==> src/shared/dtec_map.vh <==
`ifndef DTEC_MAP_VH
`define DTEC_MAP_VH

// Register locations on the internal register port.
`define DTEC_ADDR_INT_CTRL 8'h0b
`define DTEC_ADDR_T0_COUNT 8'h0d
`define DTEC_ADDR_T0_CTRL 8'h0e
`define DTEC_ADDR_T1_COUNT 8'h10
`define DTEC_ADDR_T1_CTRL 8'h11
`define DTEC_ADDR_PB_DATA 8'h14
`define DTEC_ADDR_PB_DIR 8'h15

// Timer control register fields.
`define DTEC_PSC_LSB 0
`define DTEC_PSC_MSB 2
`define DTEC_EDGE_BIT 3
`define DTEC_RUN_BIT 4
`define DTEC_MODE_LSB 6
`define DTEC_MODE_MSB 7

// Operating mode codes.
`define DTEC_MODE_EVENT 2'h1
`define DTEC_MODE_TIMER 2'h2
`define DTEC_MODE_PULSE 2'h3

// Interrupt control register fields.
`define DTEC_T0_IE_BIT 2
`define DTEC_T1_IE_BIT 3
`define DTEC_T0_FLAG_BIT 5
`define DTEC_T1_FLAG_BIT 6

// Reset values and implemented-bit masks.
`define DTEC_CTRL_RST 8'h08
`define DTEC_INT_RST 8'h00
`define DTEC_PB_RST 8'hff
`define DTEC_T0_CTRL_MASK 8'hdf
`define DTEC_T1_CTRL_MASK 8'hd8
`define DTEC_INT_MASK 8'h6c

// Counter limits and the fixed timer 1 divider.
`define DTEC_COUNT_MAX 8'hff
`define DTEC_T1_DIV_LOG2 2

`endif

==> src/logic/dtec_top.v <==
`timescale 1ns/1ns
`include "dtec_map.vh"

// Operation
// RULE1: Timer 0 control bit 4 starts counting when 1, stops when 0.
// RULE2: Mode bits 7:6 select event 01, timer 10, pulse width 11; 00 unused.
// RULE3: Bit 5 of both controls and timer 1 bits 2:0 read zero.
// RULE4: Edge bit picks count edge, or start/stop edge pair in pulse mode.
// RULE5: Timer 1 control bit 4 starts counting when 1, stops when 0.
// RULE6: Pulse mode starts and stops on input transitions, not levels.
// RULE7: Pulse mode overflow reloads from preload and raises the request.
// RULE8: Pulse mode clears the run bit at completion; others only by software.
// RULE9: Either timer overflow is a wake-up source ending halt.
// RULE10: Clearing an interrupt enable hides that request but keeps counting.
// RULE11: Writing a stopped timer loads both preload and counter.
// RULE12: Writing a running timer loads preload only; used at next reload.
// RULE13: Reading a count blocks that timer's count clock for that cycle.
// RULE14: Timer 0 control bits 2:0 select the prescaler division.
// RULE15: Timer 0 overflows toggle a square wave for the buzzer.
// RULE16: With buzzer option, output pins 0/1 of port B drive wave and complement.
// RULE17: With buzzer option, a pin set as input stays an input.
// RULE18: With buzzer option, only the port B bit 0 latch gates both pins.
// RULE19: Buzzer output pin drives 0 when bit 0 latch is 0, else its phase.
// RULE20: Timer 0 input shares port C bit 0; timer 1 uses port C bit 5.
// RULE21: Prescale codes 000 to 111 divide the clock by 2 up to 256.
// RULE22: Counter counts up to FFH, reloads, and sets flag bit 5 or 6.
// RULE23: A finished measurement holds and ignores edges until run is set again.
// RULE24: Timer 1 internal clock is the system clock divided by 4.
// RULE25: Input pins pass two flops before edge detection, one event per edge.
module dtec_top (
    input wire core_clk,
    input wire reset,
    input wire [7:0] reg_addr,
    input wire [7:0] reg_wdata,
    input wire reg_write,
    input wire reg_read,
    output reg [7:0] reg_rdata,
    input wire portc_bit0,
    input wire portc_bit5,
    input wire buzzer_option,
    output reg portb_bit0_out,
    output reg portb_bit0_oe_n,
    output reg portb_bit1_out,
    output reg portb_bit1_oe_n,
    output reg timer0_irq,
    output reg timer1_irq,
    output reg timer_wakeup
);

    // Synchroniser stages for the two count pins.
    reg [1:0] pin_meta;
    reg [1:0] pin_sync;

    // Edge detector history.
    reg [1:0] pin_last;

    // Option pin stages.
    reg buz_meta;
    reg buz_sync;

    // Shared free-running prescaler and the derived timer ticks.
    reg [7:0] prescale;

    // Divider decode and ticks.
    wire [2:0] psc_sel;
    wire [3:0] psc_shift;
    wire [7:0] psc_mask;
    wire tick0;
    wire tick1;

    // Software-visible state outside the timers.
    reg [7:0] int_ctrl;
    reg [7:0] next_int_ctrl;

    // Port B and buzzer state.
    reg [7:0] pb_data;
    reg [7:0] pb_dir;
    reg prog_freq_square_wave;

    // Read mux output.
    reg [7:0] next_rdata;

    // Per-timer results gathered from the generate loop.
    wire [1:0] ovf;
    wire [15:0] ctrl_bus;
    wire [15:0] count_bus;

    // Raw pin pair.
    wire [1:0] pin_raw;

    // Timer 0 counts on port C bit 0 and timer 1 on port C bit 5.
    assign pin_raw = {portc_bit5, portc_bit0}; // RULE20

    // Only the second stage feeds logic, so a metastable first stage
    // never reaches the edge detectors.
    always @(posedge core_clk or posedge reset) begin
        if (reset) begin
            pin_meta <= 2'h0;
            pin_sync <= 2'h0;
            pin_last <= 2'h0;
            buz_meta <= 1'b0;
            buz_sync <= 1'b0;
        end else begin
            pin_meta <= pin_raw; // RULE25
            pin_sync <= pin_meta; // RULE25
            pin_last <= pin_sync;

            // The option crosses domains too.
            buz_meta <= buzzer_option;
            buz_sync <= buz_meta;
        end
    end

    // The prescaler runs always, so a timer started mid-count may see a
    // short first period; that is the price of sharing one divider.
    always @(posedge core_clk or posedge reset) begin
        if (reset) begin
            prescale <= 8'h00;
        end else begin
            prescale <= prescale + 8'h01;
        end
    end

    // A tick fires when the selected low prescaler bits are all ones.
    assign psc_sel = ctrl_bus[`DTEC_PSC_MSB:`DTEC_PSC_LSB]; // RULE14
    assign psc_shift = {1'b0, psc_sel} + 4'h1;
    assign psc_mask = ~(8'hff << psc_shift); // RULE21
    assign tick0 = &(prescale | ~psc_mask); // RULE21

    // Fixed divide by 4.
    assign tick1 = &prescale[`DTEC_T1_DIV_LOG2-1:0]; // RULE24

    // One copy per timer.
    genvar i;
    generate
        for (i = 0; i < 2; i = i + 1) begin : g_tmr
            localparam [7:0] CTRL_ADDR = (i == 0) ? `DTEC_ADDR_T0_CTRL : `DTEC_ADDR_T1_CTRL;
            localparam [7:0] CNT_ADDR = (i == 0) ? `DTEC_ADDR_T0_COUNT : `DTEC_ADDR_T1_COUNT;
            localparam [7:0] CTRL_MASK = (i == 0) ? `DTEC_T0_CTRL_MASK : `DTEC_T1_CTRL_MASK;

            // Timer state.
            reg [7:0] ctrl;
            reg [7:0] preload;
            reg [7:0] count;
            reg pulse_active;
            reg inc;

            // Control fields.
            wire [1:0] mode;
            wire run;
            wire edge_sel;

            // Edge decodes.
            wire rise;
            wire fall;
            wire count_edge;
            wire start_edge;
            wire stop_edge;

            // Tick and bus decodes.
            wire tick;
            wire read_block;
            wire wr_count;
            wire wr_ctrl;

            // Measurement status.
            wire pulse_mode;
            wire pulse_done;

            // Control fields and bus decodes for this timer.
            assign mode = ctrl[`DTEC_MODE_MSB:`DTEC_MODE_LSB];
            assign run = ctrl[`DTEC_RUN_BIT];
            assign edge_sel = ctrl[`DTEC_EDGE_BIT];
            assign tick = (i == 0) ? tick0 : tick1;
            assign wr_count = reg_write & (reg_addr == CNT_ADDR);
            assign wr_ctrl = reg_write & (reg_addr == CTRL_ADDR);
            assign read_block = reg_read & (reg_addr == CNT_ADDR); // RULE13
            assign pulse_mode = (mode == `DTEC_MODE_PULSE);

            // Edges come from the synchronised level, one event per edge.
            assign rise = pin_sync[i] & ~pin_last[i]; // RULE25
            assign fall = ~pin_sync[i] & pin_last[i]; // RULE25
            assign count_edge = edge_sel ? fall : rise; // RULE4
            assign start_edge = edge_sel ? rise : fall; // RULE4
            assign stop_edge = edge_sel ? fall : rise; // RULE4

            // A measurement ends on the opposite edge of the one that began it.
            assign pulse_done = run & pulse_mode & pulse_active & stop_edge; // RULE6

            // Count clock per mode; a read of the count swallows that cycle.
            always @* begin
                case (mode)
                    `DTEC_MODE_EVENT: inc = run & count_edge; // RULE2
                    `DTEC_MODE_TIMER: inc = run & tick; // RULE2
                    `DTEC_MODE_PULSE: inc = run & pulse_active & tick; // RULE2
                    default: inc = 1'b0;
                endcase

                if (read_block) begin
                    inc = 1'b0; // RULE13
                end
            end

            // Overflow is a count at the top value.
            assign ovf[i] = inc & (count == `DTEC_COUNT_MAX); // RULE22

            // Counter and preload; a running timer keeps its count on a write.
            always @(posedge core_clk or posedge reset) begin
                if (reset) begin
                    preload <= 8'h00;
                    count <= 8'h00;
                end else begin
                    if (wr_count) begin
                        preload <= reg_wdata; // RULE12
                    end

                    if (wr_count && !run) begin
                        count <= reg_wdata; // RULE11
                    end else if (ovf[i]) begin
                        count <= preload; // RULE7
                    end else if (inc) begin
                        count <= count + 8'h01; // RULE22
                    end
                end
            end

            // Software writes win over the automatic run clear in one cycle,
            // so a rearm issued as a measurement ends is not lost.
            always @(posedge core_clk or posedge reset) begin
                if (reset) begin
                    ctrl <= `DTEC_CTRL_RST;
                end else if (wr_ctrl) begin
                    ctrl <= reg_wdata & CTRL_MASK; // RULE1 RULE5 RULE3
                end else if (pulse_done) begin
                    ctrl[`DTEC_RUN_BIT] <= 1'b0; // RULE8 RULE23
                end
            end

            // Measurement state: armed by run, started by a transition only,
            // so a level already present when run is set is not measured.
            always @(posedge core_clk or posedge reset) begin
                if (reset) begin
                    pulse_active <= 1'b0;
                end else if (!run || !pulse_mode) begin
                    pulse_active <= 1'b0;
                end else if (!pulse_active && start_edge) begin
                    pulse_active <= 1'b1; // RULE6
                end else if (pulse_active && stop_edge) begin
                    pulse_active <= 1'b0; // RULE6
                end
            end

            // Results for the read mux.
            assign ctrl_bus[i*8 +: 8] = ctrl;
            assign count_bus[i*8 +: 8] = count;
        end
    endgenerate

    // Overflow flags are set by hardware; a set beats a software clear.
    always @* begin
        next_int_ctrl = int_ctrl;
        if (reg_write && reg_addr == `DTEC_ADDR_INT_CTRL) begin
            next_int_ctrl = reg_wdata & `DTEC_INT_MASK;
        end

        // Sets come last, so they win.
        if (ovf[0]) begin
            next_int_ctrl[`DTEC_T0_FLAG_BIT] = 1'b1; // RULE22 RULE7
        end
        if (ovf[1]) begin
            next_int_ctrl[`DTEC_T1_FLAG_BIT] = 1'b1; // RULE22 RULE7
        end
    end

    always @(posedge core_clk or posedge reset) begin
        if (reset) begin
            int_ctrl <= `DTEC_INT_RST;
        end else begin
            int_ctrl <= next_int_ctrl;
        end
    end

    // Requests are gated by the enables only; the counters never stop here.
    always @(posedge core_clk or posedge reset) begin
        if (reset) begin
            timer0_irq <= 1'b0;
            timer1_irq <= 1'b0;
            timer_wakeup <= 1'b0;
        end else begin
            timer0_irq <= int_ctrl[`DTEC_T0_FLAG_BIT] & int_ctrl[`DTEC_T0_IE_BIT]; // RULE10
            timer1_irq <= int_ctrl[`DTEC_T1_FLAG_BIT] & int_ctrl[`DTEC_T1_IE_BIT]; // RULE10

            // One pulse per cycle in which either timer overflows.
            timer_wakeup <= |ovf; // RULE9
        end
    end

    // The square wave toggles on every timer 0 overflow.
    always @(posedge core_clk or posedge reset) begin
        if (reset) begin
            prog_freq_square_wave <= 1'b0;
        end else if (ovf[0]) begin
            prog_freq_square_wave <= ~prog_freq_square_wave; // RULE15
        end
    end

    // Port B bit 0/1 latches and directions, needed for buzzer gating.
    always @(posedge core_clk or posedge reset) begin
        if (reset) begin
            pb_data <= `DTEC_PB_RST;
            pb_dir <= `DTEC_PB_RST;
        end else if (reg_write) begin
            if (reg_addr == `DTEC_ADDR_PB_DATA) begin
                pb_data <= reg_wdata;
            end

            if (reg_addr == `DTEC_ADDR_PB_DIR) begin
                pb_dir <= reg_wdata;
            end
        end
    end

    // Pad drive: a direction bit of 1 leaves the pin an input in every
    // option; with the buzzer option both pins follow the bit 0 latch.
    always @(posedge core_clk or posedge reset) begin
        if (reset) begin
            portb_bit0_out <= 1'b0;
            portb_bit1_out <= 1'b0;
            portb_bit0_oe_n <= 1'b1;
            portb_bit1_oe_n <= 1'b1;
        end else begin
            portb_bit0_oe_n <= pb_dir[0]; // RULE17
            portb_bit1_oe_n <= pb_dir[1]; // RULE17

            // Bit 1 latch unused here.
            if (buz_sync) begin
                portb_bit0_out <= pb_data[0] & prog_freq_square_wave; // RULE16 RULE19
                portb_bit1_out <= pb_data[0] & ~prog_freq_square_wave; // RULE18 RULE19
            end else begin
                portb_bit0_out <= pb_data[0];
                portb_bit1_out <= pb_data[1];
            end
        end
    end

    // Read multiplexer; unmapped addresses answer zero.
    always @* begin
        case (reg_addr)
            `DTEC_ADDR_INT_CTRL: next_rdata = int_ctrl;
            `DTEC_ADDR_T0_COUNT: next_rdata = count_bus[7:0];
            `DTEC_ADDR_T0_CTRL: next_rdata = ctrl_bus[7:0] & `DTEC_T0_CTRL_MASK; // RULE3
            `DTEC_ADDR_T1_COUNT: next_rdata = count_bus[15:8];
            `DTEC_ADDR_T1_CTRL: next_rdata = ctrl_bus[15:8] & `DTEC_T1_CTRL_MASK; // RULE3
            `DTEC_ADDR_PB_DATA: next_rdata = pb_data;
            `DTEC_ADDR_PB_DIR: next_rdata = pb_dir;
            default: next_rdata = 8'h00;
        endcase
    end

    // Read data appear in the cycle after the strobe and only there.
    always @(posedge core_clk or posedge reset) begin
        if (reset) begin
            reg_rdata <= 8'h00;
        end else if (reg_read) begin
            reg_rdata <= next_rdata;
        end else begin
            reg_rdata <= 8'h00;
        end
    end

endmodule // dtec_top

==> config.mk <==
export PLATFORM = sky130hd
export DESIGN_NAME = dtec_top
export DESIGN_NICKNAME = d
export VERILOG_FILES = /design/src/logic/dtec_top.v
export VERILOG_INCLUDE_DIRS = /design/src /design/src/shared
export SDC_FILE = /design/constraint.sdc
export NUM_CORES = 1
export LEC_CHECK = 0
export BUFFER_PORTS_ARGS = -buffer_cell sky130_fd_sc_hd__buf_2
export CAP_MARGIN = 30
export CELL_PAD_IN_SITES_DETAIL_PLACEMENT = 1
export CELL_PAD_IN_SITES_GLOBAL_PLACEMENT = 1
export CORE_MARGIN = 2
export CORE_UTILIZATION = 40
export CTS_CLUSTER_DIAMETER = 120
export DETAILED_ROUTE_END_ITERATION = 16
export PLACE_DENSITY = 0.67
export SYNTH_ARGS = -nofsm -noshare
export SYNTH_HDL_FRONTEND = slang
export SYNTH_SLANG_ARGS = --single-unit
==> constraint.sdc <==
create_clock -name core_clk -period 3.6 [get_ports core_clk]
set_input_delay 0.36 -clock core_clk [delete_from_list [all_inputs] [get_ports core_clk]]
set_output_delay 0.36 -clock core_clk [all_outputs]
set_load 0.005 [all_outputs]
### Yosys cells after proc, flatten, opt, wreduce, memory -nomap -nowiden

Cells that the tools add are included.

| operators by class | value |
|---|---|
| add/sub/neg operators | 4 |
| equality and inequality tests | 15 |
| shift operators | 1 |
| muxes and demuxes | 31 |
| bitwise operators | 38 |
| reductions and logical operators | 28 |

Operator list:

| operator | number |
|---|---|
| 8-bit 2-to-1 mux | 7 |
| 8-bit case mux with 7 select lines | 1 |
| 8-bit by 5-bit equality test with 1-bit output, second input constant | 4 |
| 1-bit bitwise AND | 30 |
| 8-bit by 1-bit adder with 8-bit output, second input constant | 3 |
| 8-bit by 4-bit equality test with 1-bit output, second input constant | 3 |
| 1-bit 2-to-1 mux | 20 |
| 8-bit equality test, second input constant | 2 |
| 8-bit inverter | 2 |
| 3-bit nonzero test | 4 |
| 2-bit equality test, second input constant | 4 |
| 8-bit bitwise OR | 1 |
| 8-bit AND reduction | 1 |
| 2-bit nonzero test | 4 |
| 8-bit by 4-bit left shift with 8-bit output, first input constant | 1 |
| 1-bit logical AND | 7 |
| 7-bit 2-to-1 mux | 1 |
| 1-bit zero test | 6 |
| 1-bit case mux with 3 select lines | 2 |
| 2-bit AND reduction | 3 |
| 1-bit inverter | 5 |
| 3-bit by 1-bit adder with 4-bit output, second input constant | 1 |
| 2-bit by 1-bit equality test with 1-bit output, second input constant | 2 |
| 1-bit logical OR | 2 |
| 2-bit OR reduction | 1 |

| storage, ports and cells | value |
|---|---|
| register bits after elaboration | 97 |
| bits of input ports | 23 |
| output and inout bits | 15 |
| logic and storage cells | 147 |

### Logic depth before layout (Yosys ltp)

Gate-level depths: netlist (run 1).

| depth | value |
|---|---|
| depth in word-level cells | 12 |
| gate-level depth with buffers | 9 |
| gate-level depth less buffers | 7 |

### Worst setup path after synthesis (run 1)

OpenSTA, ideal clock, no wires.

| path | value |
|---|---|
| path kind | register -> register |
| start point | register g_tmr[0].ctrl[1] |
| end point | register g_tmr[0].count[4] |
| setup time | 0.126 ns |
| data arrival time | 1.721 ns |
| required time | 3.474 ns |
| setup slack | 1.753 ns |
| stages on the path, launching flop included | 8 |
| buffers on the path | 0 |
| clock period less this slack | 1.847 ns |
| cells stage by stage | dfrtp_1 ha_1 inv_1 o22ai_1 o32ai_2 o211ai_4 o31a_2 a221o_1 |

| between the ends | value |
|---|---|
| cells in the longest elaborated chain, start to end | 12 |
| elaborated cells between the ends (all ways) | 14 |
| classes of those cells | add/sub: 1; shift: 1; mux: 4; bitwise: 6; reduce/logical: 2 |

RTL lines:

| item | line | text |
|---|---|---|
| start: declaration | dtec_top.v:142 | `reg [7:0] ctrl;` |
| start signal: assignment | dtec_top.v:231 | `` ctrl <= `DTEC_CTRL_RST; `` |
| start signal: assignment | dtec_top.v:233 | `ctrl <= reg_wdata & CTRL_MASK;` |
| 3-bit by 1-bit adder with 4-bit output * | dtec_top.v:126 | `assign psc_shift = {1'b0, psc_sel} + 4'h1;` |
| 8-bit by 4-bit left shift with 8-bit output * | dtec_top.v:127 | `assign psc_mask = ~(8'hff << psc_shift);` |
| 8-bit inverter * | dtec_top.v:127 |  |
| 8-bit inverter * | dtec_top.v:128 | `assign tick0 = &(prescale \| ~psc_mask);` |
| 8-bit bitwise OR * | dtec_top.v:128 |  |
| 8-bit AND reduction * | dtec_top.v:128 |  |
| 1-bit bitwise AND, on equally long branches | dtec_top.v:195, dtec_top.v:194 |  |
| 1-bit case mux with 3 select lines * | dtec_top.v:192 | `case (mode)` |
| 1-bit 2-to-1 mux * | dtec_top.v:199 | `if (read_block) begin` |
| 1-bit bitwise AND | dtec_top.v:205 | `` assign ovf[i] = inc & (count == `DTEC_COUNT_MAX); `` |
| 8-bit 2-to-1 mux | dtec_top.v:219 | `end else if (ovf[i]) begin` |
| 8-bit 2-to-1 mux | dtec_top.v:217 | `if (wr_count && !run) begin` |
| end signal: assignment | dtec_top.v:218 | `count <= reg_wdata;` |
| end signal: assignment | dtec_top.v:220 | `count <= preload;` |
| end signal: assignment | dtec_top.v:222 | `count <= count + 8'h01;` |
| end: declaration | dtec_top.v:144 | `reg [7:0] count;` |

Every way passes the cells marked *; elsewhere a longest branch is shown, timed or not.
A chain may end at the register's enable or synchronous reset.

### Worst setup path in the final report (run 1)

| path | value |
|---|---|
| start point | register g_tmr[0].ctrl[0] |
| end point | register g_tmr[0].count[5] |

Same word-level chain as after synthesis.

==> report_table.html, run 1 <==
<table>
<tr><th>Metric</th><th>Value</th></tr>
<tr><th colspan="2">Floorplan</th></tr>
<tr><td>Std-Cell Rows</td><td>39</td></tr>
<tr><td>Die Area</td><td>0.0127 mm^2</td></tr>
<tr><td>Starting Density</td><td>41.1%</td></tr>
<tr><td>Core area</td><td>0.0115 mm^2</td></tr>
<tr><td>DIE WIDTH</td><td>112 um</td></tr>
<tr><td>I/O pin total</td><td>38</td></tr>
<tr><td>Die boundary height</td><td>112 um</td></tr>
<tr><th colspan="2">STA</th></tr>
<tr><td>Slew at the pin with the worst max-slew slack</td><td>0.671 ns</td></tr>
<tr><td>Final Max Tran Viols</td><td>0</td></tr>
<tr><td>Setup total negative slack</td><td>0 ns</td></tr>
<tr><td>Maximum clock skew at final layout</td><td>0.0111 ns</td></tr>
<tr><td>Ratio of final minimum period to clock period</td><td>60.9%</td></tr>
<tr><td>Post-layout minimum cycle time</td><td>2.19 ns</td></tr>
<tr><td>Number of failing setup endpoints in the final timing report</td><td>0</td></tr>
<tr><td>Normalized max-slew margin</td><td>55.1%</td></tr>
<tr><td>RSZ-0062 raised after global routing</td><td>false</td></tr>
<tr><td>Total count of hold-check failures in the final report</td><td>0</td></tr>
<tr><td>Max Clk Rate</td><td>0.456 GHz</td></tr>
<tr><th colspan="2">Hold path</th></tr>
<tr><td>Worst min path class</td><td>in2reg</td></tr>
<tr><th colspan="2">Synth</th></tr>
<tr><td>Sequential share of the synthesized area</td><td>52.1%</td></tr>
<tr><td>Proportion of netlist area held by the largest area contributor</td><td>40.9%</td></tr>
<tr><td>Syn_nets</td><td>420</td></tr>
<tr><td>Asr flop ratio synth</td><td>100%</td></tr>
<tr><td>Distinct cells, synth</td><td>64</td></tr>
<tr><td>Count of state elements after synthesis</td><td>97</td></tr>
<tr><td>Synth Area per Inst</td><td>12.0 um^2</td></tr>
<tr><td>Cell types with the highest counts after synthesis</td><td>sky130_fd_sc_hd__dfrtp_1, sky130_fd_sc_hd__mux2_2, sky130_fd_sc_hd__nand2_1</td></tr>
<tr><td>Post-synth top area cell</td><td>sky130_fd_sc_hd__dfrtp_1</td></tr>
<tr><td>Most common cell in the synthesized netlist</td><td>sky130_fd_sc_hd__dfrtp_1</td></tr>
<tr><td>Ys Warns</td><td>0</td></tr>
<tr><td>Prevailing post-synth register cell</td><td>sky130_fd_sc_hd__dfrtp_1</td></tr>
<tr><td>Total standard cell area after synthesis</td><td>0.00471 mm^2</td></tr>
<tr><td>Number of instances in the synthesized netlist</td><td>392</td></tr>
<tr><td>Number of enable-type register cells in the synthesized netlist</td><td>0</td></tr>
<tr><td>Leading cell types by total area after synthesis</td><td>sky130_fd_sc_hd__dfrtp_1, sky130_fd_sc_hd__dfstp_2, sky130_fd_sc_hd__mux2_2</td></tr>
<tr><th colspan="2">Drt</th></tr>
<tr><td>DRT Wirelength</td><td>11.8 mm</td></tr>
<tr><td>Routed WL per cell</td><td>20.5 um</td></tr>
<tr><td>Starting DRC count in detailed routing</td><td>119</td></tr>
<tr><td>Via count</td><td>3336</td></tr>
<tr><td>Total DRC errors in the routed layout</td><td>0</td></tr>
<tr><td>Routed vias/inst</td><td>5.80</td></tr>
<tr><td>Number of nets with antenna violations after routing</td><td>0</td></tr>
<tr><td>Number of search-and-repair iterations in the first detailed-routing pass</td><td>5</td></tr>
<tr><th colspan="2">Worst setup path</th></tr>
<tr><td>CP required</td><td>3.83 ns</td></tr>
<tr><td>Critical path class</td><td>reg2reg</td></tr>
<tr><td>Reg2Reg Depth</td><td>7</td></tr>
<tr><td>Library cell contributing the largest single delay on the critical path</td><td>sky130_fd_sc_hd__dfrtp_1</td></tr>
<tr><td>Critical R2R Capture</td><td>g_tmr[0].count[5]</td></tr>
<tr><td>Maximum cell stage delay along the critical path</td><td>0.46 ns</td></tr>
<tr><td>Slack of the worst reg-to-reg path</td><td>1.41 ns</td></tr>
<tr><td>CP startpoint kind</td><td>flip-flop</td></tr>
<tr><td>Crit-path max FO</td><td>12</td></tr>
<tr><td>Crit path capture type</td><td>flip-flop</td></tr>
<tr><td>Timing endpoint of the critical path</td><td>g_tmr[0].count[5]</td></tr>
<tr><td>Launching instance or port of the critical path</td><td>g_tmr[0].ctrl[0]</td></tr>
<tr><td>WP data arrival</td><td>2.42 ns</td></tr>
<tr><td>Crit-path cells</td><td>ha_1 &gt; inv_1 &gt; o22ai_1 &gt; o31ai_2 &gt; o211ai_4 &gt; o31a_2 &gt; a221o_1</td></tr>
<tr><td>Startpoint of the worst register-to-register path</td><td>g_tmr[0].ctrl[0]</td></tr>
<tr><th colspan="2">Finish</th></tr>
<tr><td>Total number of nets in the final design</td><td>455</td></tr>
<tr><td>Share of post-route cells with drive strength above 1</td><td>32.2%</td></tr>
<tr><td>Finished Layout Cells</td><td>575</td></tr>
<tr><td>Storage element area</td><td>0.00245 mm^2</td></tr>
<tr><td>Signed area change from the synthesized netlist to the final layout</td><td>13.4%</td></tr>
<tr><td>Area occupied by multi-input gates</td><td>0.00212 mm^2</td></tr>
<tr><td>Total inserted antenna cells</td><td>0</td></tr>
<tr><td>Final-layout fill cell count</td><td>1211</td></tr>
<tr><th colspan="2">Placed design</th></tr>
<tr><td>Placer's final routability congestion estimate</td><td>0.819</td></tr>
<tr><td>Cell count after placement</td><td>558</td></tr>
<tr><td>Hpwl dp</td><td>8.41 mm</td></tr>
<tr><td>Number of buffers inserted by port buffering</td><td>37</td></tr>
<tr><th colspan="2">Power and ir drop</th></tr>
<tr><td>Power density relative to cell area</td><td>492 mW/mm^2</td></tr>
<tr><td>Total leakage power</td><td>0.00237 uW</td></tr>
<tr><td>Worst IR Drop VDD</td><td>218 uV</td></tr>
<tr><th colspan="2">CTS</th></tr>
<tr><td>Count of hold-fix buffers inserted at cts</td><td>1</td></tr>
<tr><td>Deepest level of the CTS H-tree</td><td>3</td></tr>
<tr><td>Max Buffers Root-to-Sink</td><td>2</td></tr>
<tr><td>Num Clock Sinks</td><td>97</td></tr>
<tr><td>Clock slew seen by the registers of the worst setup and hold paths</td><td>0.07 ns</td></tr>
<tr><td>Number of buffers inserted during clock tree synthesis</td><td>9</td></tr>
<tr><td>Cts repair resizes</td><td>0</td></tr>
<tr><td>Post-CTS Repair Setup Buffers</td><td>0</td></tr>
<tr><td>Root Buffer</td><td>sky130_fd_sc_hd__clkbuf_16</td></tr>
<tr><td>CTS tree</td><td>yes</td></tr>
<tr><td>Worst-skew pair later-pin latency</td><td>0.35 ns</td></tr>
<tr><th colspan="2">Run status</th></tr>
<tr><td>Result of the run</td><td>complete, no violations</td></tr>
<tr><th colspan="2">Global route</th></tr>
<tr><td>Number of global-route vias before repair</td><td>3532</td></tr>
<tr><td>Remaining global-route overflow</td><td>0</td></tr>
<tr><td>Total Routing Usage GR</td><td>20.1%</td></tr>
<tr><td>Global-route wire length before repair</td><td>19.4 mm</td></tr>
<tr><td>Number of antenna violations at the first check in global routing</td><td>0</td></tr>
<tr><td>Pin count of the biggest net entering global routing</td><td>65</td></tr>
<tr><th colspan="2">Job</th></tr>
<tr><td># Max-Cap Violations</td><td>0</td></tr>
</table>
critical path: cells and delay by family, from the launching register on:
| kind | cells | cell delay, ns |
|---|---|---|
| adder cells (fa/ha/maj) | 1 | 0.32 |
| flip-flops | 1 | 0.46 |
| buffers and inverters | 1 | 0.07 |
| AO/OA/AOI/OAI | 5 | 1.21 |
placed cells by master (no fill, tap or decap), types with 5 or more instances in the layout:
cell type,synthesis,layout
sky130_fd_sc_hd__buf_2,5,37
sky130_fd_sc_hd__nand3_1,20,20
sky130_fd_sc_hd__o21ai_0,17,17
sky130_fd_sc_hd__a21oi_1,14,14
sky130_fd_sc_hd__dfstp_2,20,20
sky130_fd_sc_hd__inv_1,9,8
sky130_fd_sc_hd__clkbuf_16,0,9
sky130_fd_sc_hd__mux2_2,40,40
sky130_fd_sc_hd__a211oi_1,7,7
sky130_fd_sc_hd__nor2b_1,7,7
sky130_fd_sc_hd__xnor2_1,8,8
sky130_fd_sc_hd__and3_1,6,6
sky130_fd_sc_hd__dfrtp_1,77,77
sky130_fd_sc_hd__mux2i_1,6,6
sky130_fd_sc_hd__a222oi_1,7,7
sky130_fd_sc_hd__nor2_1,23,23
sky130_fd_sc_hd__a221o_1,12,12
sky130_fd_sc_hd__ha_1,5,5
sky130_fd_sc_hd__xor2_1,5,5
sky130_fd_sc_hd__nand2_1,26,26
report_power, final:
part,leakage (uW),internal (uW),switching (uW)
logic,0.00100,146,161
clock network,0.000154,628,404
registers,0.00121,1180,110
through the flow:
step / utilization (%) / total power (uW) / worst slack (ns) / hold slack, ns / instance area (um^2)
2_1_floorplan: - / 1490 / 0.739 / 0.331 / 4710
3_3_place_gp: 43.5 / 1590 / 1.23 / 0.331 / 4980
3_5_place_dp: 43.7 / 1610 / 1.15 / 0.300 / 5010
4_1_cts: 46.5 / 2660 / 1.39 / 0.0957 / 5340
5_1_grt: 46.5 / 2750 / 1.20 / 0.0996 / 5340
6_report: 46.5 / 2630 / 1.41 / 0.113 / 5340
worst min path at each step:
stage	startpoint	endpoint	slack (ns)	cells after the start
floorplan	buz_meta	buz_sync	0.33	0
global placement	buz_meta	buz_sync	0.33	0
detailed placement	reset	pin_meta[1]	0.30	2
CTS	buzzer_option	buz_meta	0.1	1
global route	buzzer_option	buz_meta	0.1	1
finish	buzzer_option	buz_meta	0.11	1
area by class of cell:
cell class | instances | area share [%]
Clock inverter | 3 | 1.22
Timing Repair Buffer | 41 | 4.45
Multi-Input combinational cell | 269 | 39.7
Sequential cell | 97 | 45.9
Tap cell | 143 | 3.35
Clock buffer | 13 | 4.69
Inverter | 9 | 0.680
metal layers:
metal	vias up	track usage [%]	part of all wire, %
li1	1534	-	-
met5	-	0	0
met4	0	8.13	1.5
met3	9	3.46	3.0
met1	1744	26.9	47
met2	49	32.5	49
state kept, by name, summed over array words and instances, names as in the netlist, 2 cells and up:
signal,count
g_tmr.ctrl,11
reg_rdata,8
pb_dir,8
pin_last,2
int_ctrl,4
g_tmr.preload,16
pin_meta,2
g_tmr.count,16
g_tmr.pulse_active,2
pb_data,8
pin_sync,2
prescale,8
cells by family (layout without fill, tap and decap cells):
logic type	count (synthesis)	count (layout)	synth area share [%]
compound gates	85	85	14.6
xor+xnor	13	13	2.42
fa+ha+maj	5	5	1.33
buf+inv	26	66	2.95
flops	97	97	52.1
mux	50	50	12.8
simple gates	116	116	13.8
Power figures use the tool's default switching activity.
==> run 2, diff against run 1 <==
- ABC_AREA: unset -> 1
- PLACE_DENSITY: 0.67 -> 0.74
- clock period: 3.6 -> 1.8 ns (I/O delays scaled with it)
==> run 2 against run 1 <==
Sequential power increased by 98%. Routed wire length increased by 22%. Sequential share of layout area decreased by 3.7 points. Critical path type unchanged. Worst setup slack got worse by 1.3 ns. Final area increased by 8.6%.
==> report_table.html, run 2 <==
<table>
<tr><th>Metric</th><th>Value</th></tr>
<tr><th colspan="2">Run status</th></tr>
<tr><td>Result of the run</td><td>complete, no violations</td></tr>
<tr><th colspan="2">Power and ir drop</th></tr>
<tr><td>Total leakage power</td><td>0.00280 uW (+19%)</td></tr>
<tr><td>Power density relative to cell area</td><td>917 mW/mm^2 (+86%)</td></tr>
<tr><td>Worst IR Drop VDD</td><td>429 uV (+97%)</td></tr>
<tr><td>Overall power</td><td>5320 uW (+100%)</td></tr>
<tr><th colspan="2">Drt</th></tr>
<tr><td>Number of nets with antenna violations after routing</td><td>0 (unchanged)</td></tr>
<tr><td>Via count</td><td>4180 (+25%)</td></tr>
<tr><td>Number of search-and-repair iterations in the first detailed-routing pass</td><td>4 (-1)</td></tr>
<tr><td>Starting DRC count in detailed routing</td><td>148 (+24%)</td></tr>
<tr><td>Total DRC errors in the routed layout</td><td>0 (unchanged)</td></tr>
<tr><td>Routed vias/inst</td><td>5.21 (-10%)</td></tr>
<tr><td>DRT Wirelength</td><td>14.3 mm (+22%)</td></tr>
<tr><td>Routed WL per cell</td><td>17.9 um (-13%)</td></tr>
<tr><th colspan="2">Finish</th></tr>
<tr><td>Share of post-route cells with drive strength above 1</td><td>21.8% (-10 points)</td></tr>
<tr><td>Total number of nets in the final design</td><td>679 (+49%)</td></tr>
<tr><td>Most frequent standard cell in the layout excluding fill and tap cells</td><td>sky130_fd_sc_hd__nand2_1</td></tr>
<tr><td>Finished Layout Cells</td><td>803 (+40%)</td></tr>
<tr><td>Signed area change from the synthesized netlist to the final layout</td><td>19.5%</td></tr>
<tr><td>Final Util</td><td>48.7% (+2.1 points)</td></tr>
<tr><td>Commonest cells after routing, fill and taps aside</td><td>sky130_fd_sc_hd__nand2_1, sky130_fd_sc_hd__dfrtp_1, sky130_fd_sc_hd__inv_1, sky130_fd_sc_hd__nand3_1, sky130_fd_sc_hd__o21ai_0</td></tr>
<tr><td>Total inserted antenna cells</td><td>0 (unchanged)</td></tr>
<tr><td>Final-layout fill cell count</td><td>1459 (+20%)</td></tr>
<tr><td>Area occupied by multi-input gates</td><td>0.00205 mm^2 (-3.1%)</td></tr>
<tr><td>Leading registers by flop count</td><td>g_tmr.count (16), g_tmr.preload (16), g_tmr.ctrl (11)</td></tr>
<tr><td>Storage element area</td><td>0.00245 mm^2 (unchanged)</td></tr>
<tr><th colspan="2">Placed design</th></tr>
<tr><td>Cell count after placement</td><td>779 (+40%)</td></tr>
<tr><td>Placer's final routability congestion estimate</td><td>0.840 (+2.6%)</td></tr>
<tr><td>Number of buffers inserted by port buffering</td><td>37 (unchanged)</td></tr>
<tr><td>Hpwl dp</td><td>10.8 mm (+29%)</td></tr>
<tr><th colspan="2">Job</th></tr>
<tr><td># Max-Cap Violations</td><td>0 (unchanged)</td></tr>
<tr><th colspan="2">STA</th></tr>
<tr><td>Final Max Tran Viols</td><td>0 (unchanged)</td></tr>
<tr><td>Final Hold Slack</td><td>0.0731 ns (-0.0401 ns)</td></tr>
<tr><td>Post-layout minimum cycle time</td><td>1.74 ns (-0.452 ns)</td></tr>
<tr><td>Max Clk Rate</td><td>0.575 GHz (+26%)</td></tr>
<tr><td>Maximum clock skew at final layout</td><td>0.00604 ns (-0.00502 ns)</td></tr>
<tr><td>Ratio of final minimum period to clock period</td><td>96.6% (+36 points)</td></tr>
<tr><td>Slew at the pin with the worst max-slew slack</td><td>0.549 ns (-0.122 ns)</td></tr>
<tr><td>Normalized max-slew margin</td><td>63.3% (+8.2 points)</td></tr>
<tr><td>Total count of hold-check failures in the final report</td><td>0 (unchanged)</td></tr>
<tr><td>Setup total negative slack</td><td>0 ns (unchanged)</td></tr>
<tr><td>RSZ-0062 raised after global routing</td><td>true</td></tr>
<tr><td>Number of failing setup endpoints in the final timing report</td><td>0 (unchanged)</td></tr>
<tr><th colspan="2">Synth</th></tr>
<tr><td>Proportion of netlist area held by the largest area contributor</td><td>39.7% (-1.2 points)</td></tr>
<tr><td>Leading cell types by total area after synthesis</td><td>sky130_fd_sc_hd__dfrtp_1, sky130_fd_sc_hd__dfstp_2, sky130_fd_sc_hd__nand2_1</td></tr>
<tr><td>Cell types with the highest counts after synthesis</td><td>sky130_fd_sc_hd__nand2_1, sky130_fd_sc_hd__dfrtp_1, sky130_fd_sc_hd__inv_1</td></tr>
<tr><td>Ys Warns</td><td>0 (unchanged)</td></tr>
<tr><td>Asr flop ratio synth</td><td>100% (unchanged)</td></tr>
<tr><td>Synth Area per Inst</td><td>8.40 um^2 (-30%)</td></tr>
<tr><td>Total standard cell area after synthesis</td><td>0.00485 mm^2 (+3.1%)</td></tr>
<tr><td>Sequential share of the synthesized area</td><td>50.5% (-1.6 points)</td></tr>
<tr><td>Prevailing post-synth register cell</td><td>sky130_fd_sc_hd__dfrtp_1</td></tr>
<tr><td>Distinct cells, synth</td><td>41 (-36%)</td></tr>
<tr><td>Most common cell in the synthesized netlist</td><td>sky130_fd_sc_hd__nand2_1</td></tr>
<tr><td>Number of instances in the synthesized netlist</td><td>578 (+47%)</td></tr>
<tr><td>Syn_nets</td><td>606 (+44%)</td></tr>
<tr><td>Number of enable-type register cells in the synthesized netlist</td><td>0 (unchanged)</td></tr>
<tr><td>Count of state elements after synthesis</td><td>97 (unchanged)</td></tr>
<tr><td>Post-synth top area cell</td><td>sky130_fd_sc_hd__dfrtp_1</td></tr>
<tr><th colspan="2">CTS</th></tr>
<tr><td>Deepest level of the CTS H-tree</td><td>3 (unchanged)</td></tr>
<tr><td>CTS tree</td><td>yes</td></tr>
<tr><td>Num Clock Sinks</td><td>97 (unchanged)</td></tr>
<tr><td>Max Buffers Root-to-Sink</td><td>2 (unchanged)</td></tr>
<tr><td>Number of buffers inserted during clock tree synthesis</td><td>9 (unchanged)</td></tr>
<tr><td>Worst-skew pair later-pin latency</td><td>0.36 ns (about the same)</td></tr>
<tr><td>Clock slew seen by the registers of the worst setup and hold paths</td><td>0.07 ns (about the same)</td></tr>
<tr><td>Root Buffer</td><td>sky130_fd_sc_hd__clkbuf_16</td></tr>
<tr><th colspan="2">Global route</th></tr>
<tr><td>Number of global-route vias before repair</td><td>4537 (+28%)</td></tr>
<tr><td>Pin count of the biggest net entering global routing</td><td>30 (-54%)</td></tr>
<tr><td>Global-route wire length before repair</td><td>23.6 mm (+22%)</td></tr>
<tr><td>Total Routing Usage GR</td><td>24.0% (+4.0 points)</td></tr>
<tr><td>Number of antenna violations at the first check in global routing</td><td>0 (unchanged)</td></tr>
<tr><td>Remaining global-route overflow</td><td>0 (unchanged)</td></tr>
<tr><th colspan="2">Floorplan</th></tr>
<tr><td>Starting Density</td><td>40.8% (-0.30 points)</td></tr>
<tr><td>Die Area</td><td>0.0130 mm^2 (+3.0%)</td></tr>
<tr><td>DIE WIDTH</td><td>114 um (+1.5%)</td></tr>
<tr><td>Std-Cell Rows</td><td>40 (+2.6%)</td></tr>
<tr><td>I/O pin total</td><td>38 (unchanged)</td></tr>
<tr><td>Die boundary height</td><td>114 um (+1.5%)</td></tr>
<tr><td>Core area</td><td>0.0119 mm^2 (+3.9%)</td></tr>
<tr><th colspan="2">Worst setup path</th></tr>
<tr><td>Critical R2R Capture</td><td>g_tmr[0].count[7]</td></tr>
<tr><td>Crit path capture type</td><td>flip-flop</td></tr>
<tr><td>Reg2Reg Depth</td><td>11 (+4)</td></tr>
<tr><td>Critical path class</td><td>reg2reg</td></tr>
<tr><td>Startpoint of the worst register-to-register path</td><td>g_tmr[0].ctrl[1]</td></tr>
<tr><td>CP startpoint kind</td><td>flip-flop</td></tr>
<tr><td>Slack of the worst reg-to-reg path</td><td>0.06 ns (-1.35 ns)</td></tr>
<tr><td>Launching instance or port of the critical path</td><td>g_tmr[0].ctrl[1]</td></tr>
<tr><td>WP data arrival</td><td>1.98 ns (-0.44 ns)</td></tr>
<tr><td>Timing endpoint of the critical path</td><td>g_tmr[0].count[7]</td></tr>
<tr><td>Crit-path max FO</td><td>6 (-6)</td></tr>
<tr><td>CP required</td><td>2.05 ns (-1.78 ns)</td></tr>
<tr><th colspan="2">Hold path</th></tr>
<tr><td>Worst min path class</td><td>in2reg</td></tr>
</table>
==> run 2: cell types whose count changed in the layout (fill, tap and decap cells not counted), sizes merged, moves of 7 or more <==
cell / delta
a221o: -13
a222oi: -7
buf: +27
inv: +73
mux2: -40
nand2: +116
nand3: +46
nor2b: -7
o21ai: +55
xor2: +9
==> run 2: final cells by class <==
type / count / area share (%)
clock inverter: 6 / 1.01
clock buffer: 10 / 3.95
timing repair buffer: 71 / 8.48
inverter: 85 / 5.72
multi-input combinational: 387 / 35.4
tap: 147 / 3.17
sequential: 97 / 42.3
==> run 2: metal layers <==
| metal | track usage (%) | vias to the layer above | share of wire (%) |
|---|---|---|---|
| met2 | 40.7 | 77 | 49 |
| met1 | 30.3 | 2035 | 44 |
| met4 | 9.35 | 0 | 2.2 |
| li1 | - | 2045 | - |
| met5 | 0 | - | 0 |
| met3 | 4.76 | 23 | 4.5 |
==> run 2: how the worst min path moves through the flow <==
stage	from	endpoint	cells past startpoint
finish	reg_wdata[1]	g_tmr[0].count[1]	3
global route	reg_wdata[1]	g_tmr[0].count[1]	3
CTS	reg_wdata[1]	g_tmr[0].count[1]	3
detailed placement	reset	pin_last[1]	2
global placement	reset	pin_last[1]	2
floorplan	buzzer_option	buz_meta	0
==> run 2: cell families (layout without fill, tap and decap cells) <==
group	count (synthesis)	count (layout)	synth area share [%]
AO/OA/AOI/OAI	109	109	12.4
flip-flops	97	97	50.5
buffers and inverters	95	172	7.96
XOR/XNOR	17	17	3.07
adder cells (fa/ha/maj)	5	5	1.29
AND/OR/NAND/NOR	255	256	24.8
==> run 2: per-stage QoR <==
stage	cell area (um^2)	setup WS [ns]
after CTS	5760	0.00156
final	5800	0.0610
after global routing	5800	-0.0553
after floorplan	4860	0.183
after global placement	5410	0.0730
after detailed placement	5410	-0.0531
==> run 2: worst max-delay path, stage by stage (launching register included) <==
cell and delay (ns):
sky130_fd_sc_hd__dfrtp_1 0.42, sky130_fd_sc_hd__ha_1 0.34, sky130_fd_sc_hd__nand2_1 0.08, sky130_fd_sc_hd__nand3_1 0.07
sky130_fd_sc_hd__nor2_1 0.11, sky130_fd_sc_hd__nand3_1 0.12, sky130_fd_sc_hd__nand2_4 0.13, sky130_fd_sc_hd__nand2_4 0.09
sky130_fd_sc_hd__inv_4 0.07, sky130_fd_sc_hd__nand3_1 0.07, sky130_fd_sc_hd__nand2_1 0.07, sky130_fd_sc_hd__nand2_1 0.06
==> run 2: what timing repair did <==
item,4_1_cts,5_1_grt
resized for setup,4,13
cloned,1,0
pin swaps,5,5
buffers inserted,1,2
endpoints found under the setup margin,9,19
hold buffers,4,0
hold endpoints to repair,20,0
==> run 2: power breakdown <==
group	total (uW)	internal [uW]	switching, uW
Combinational	843	339	504
Sequential	2560	2380	179
Clock	1920	1070	846
Total	5320	3790	1530
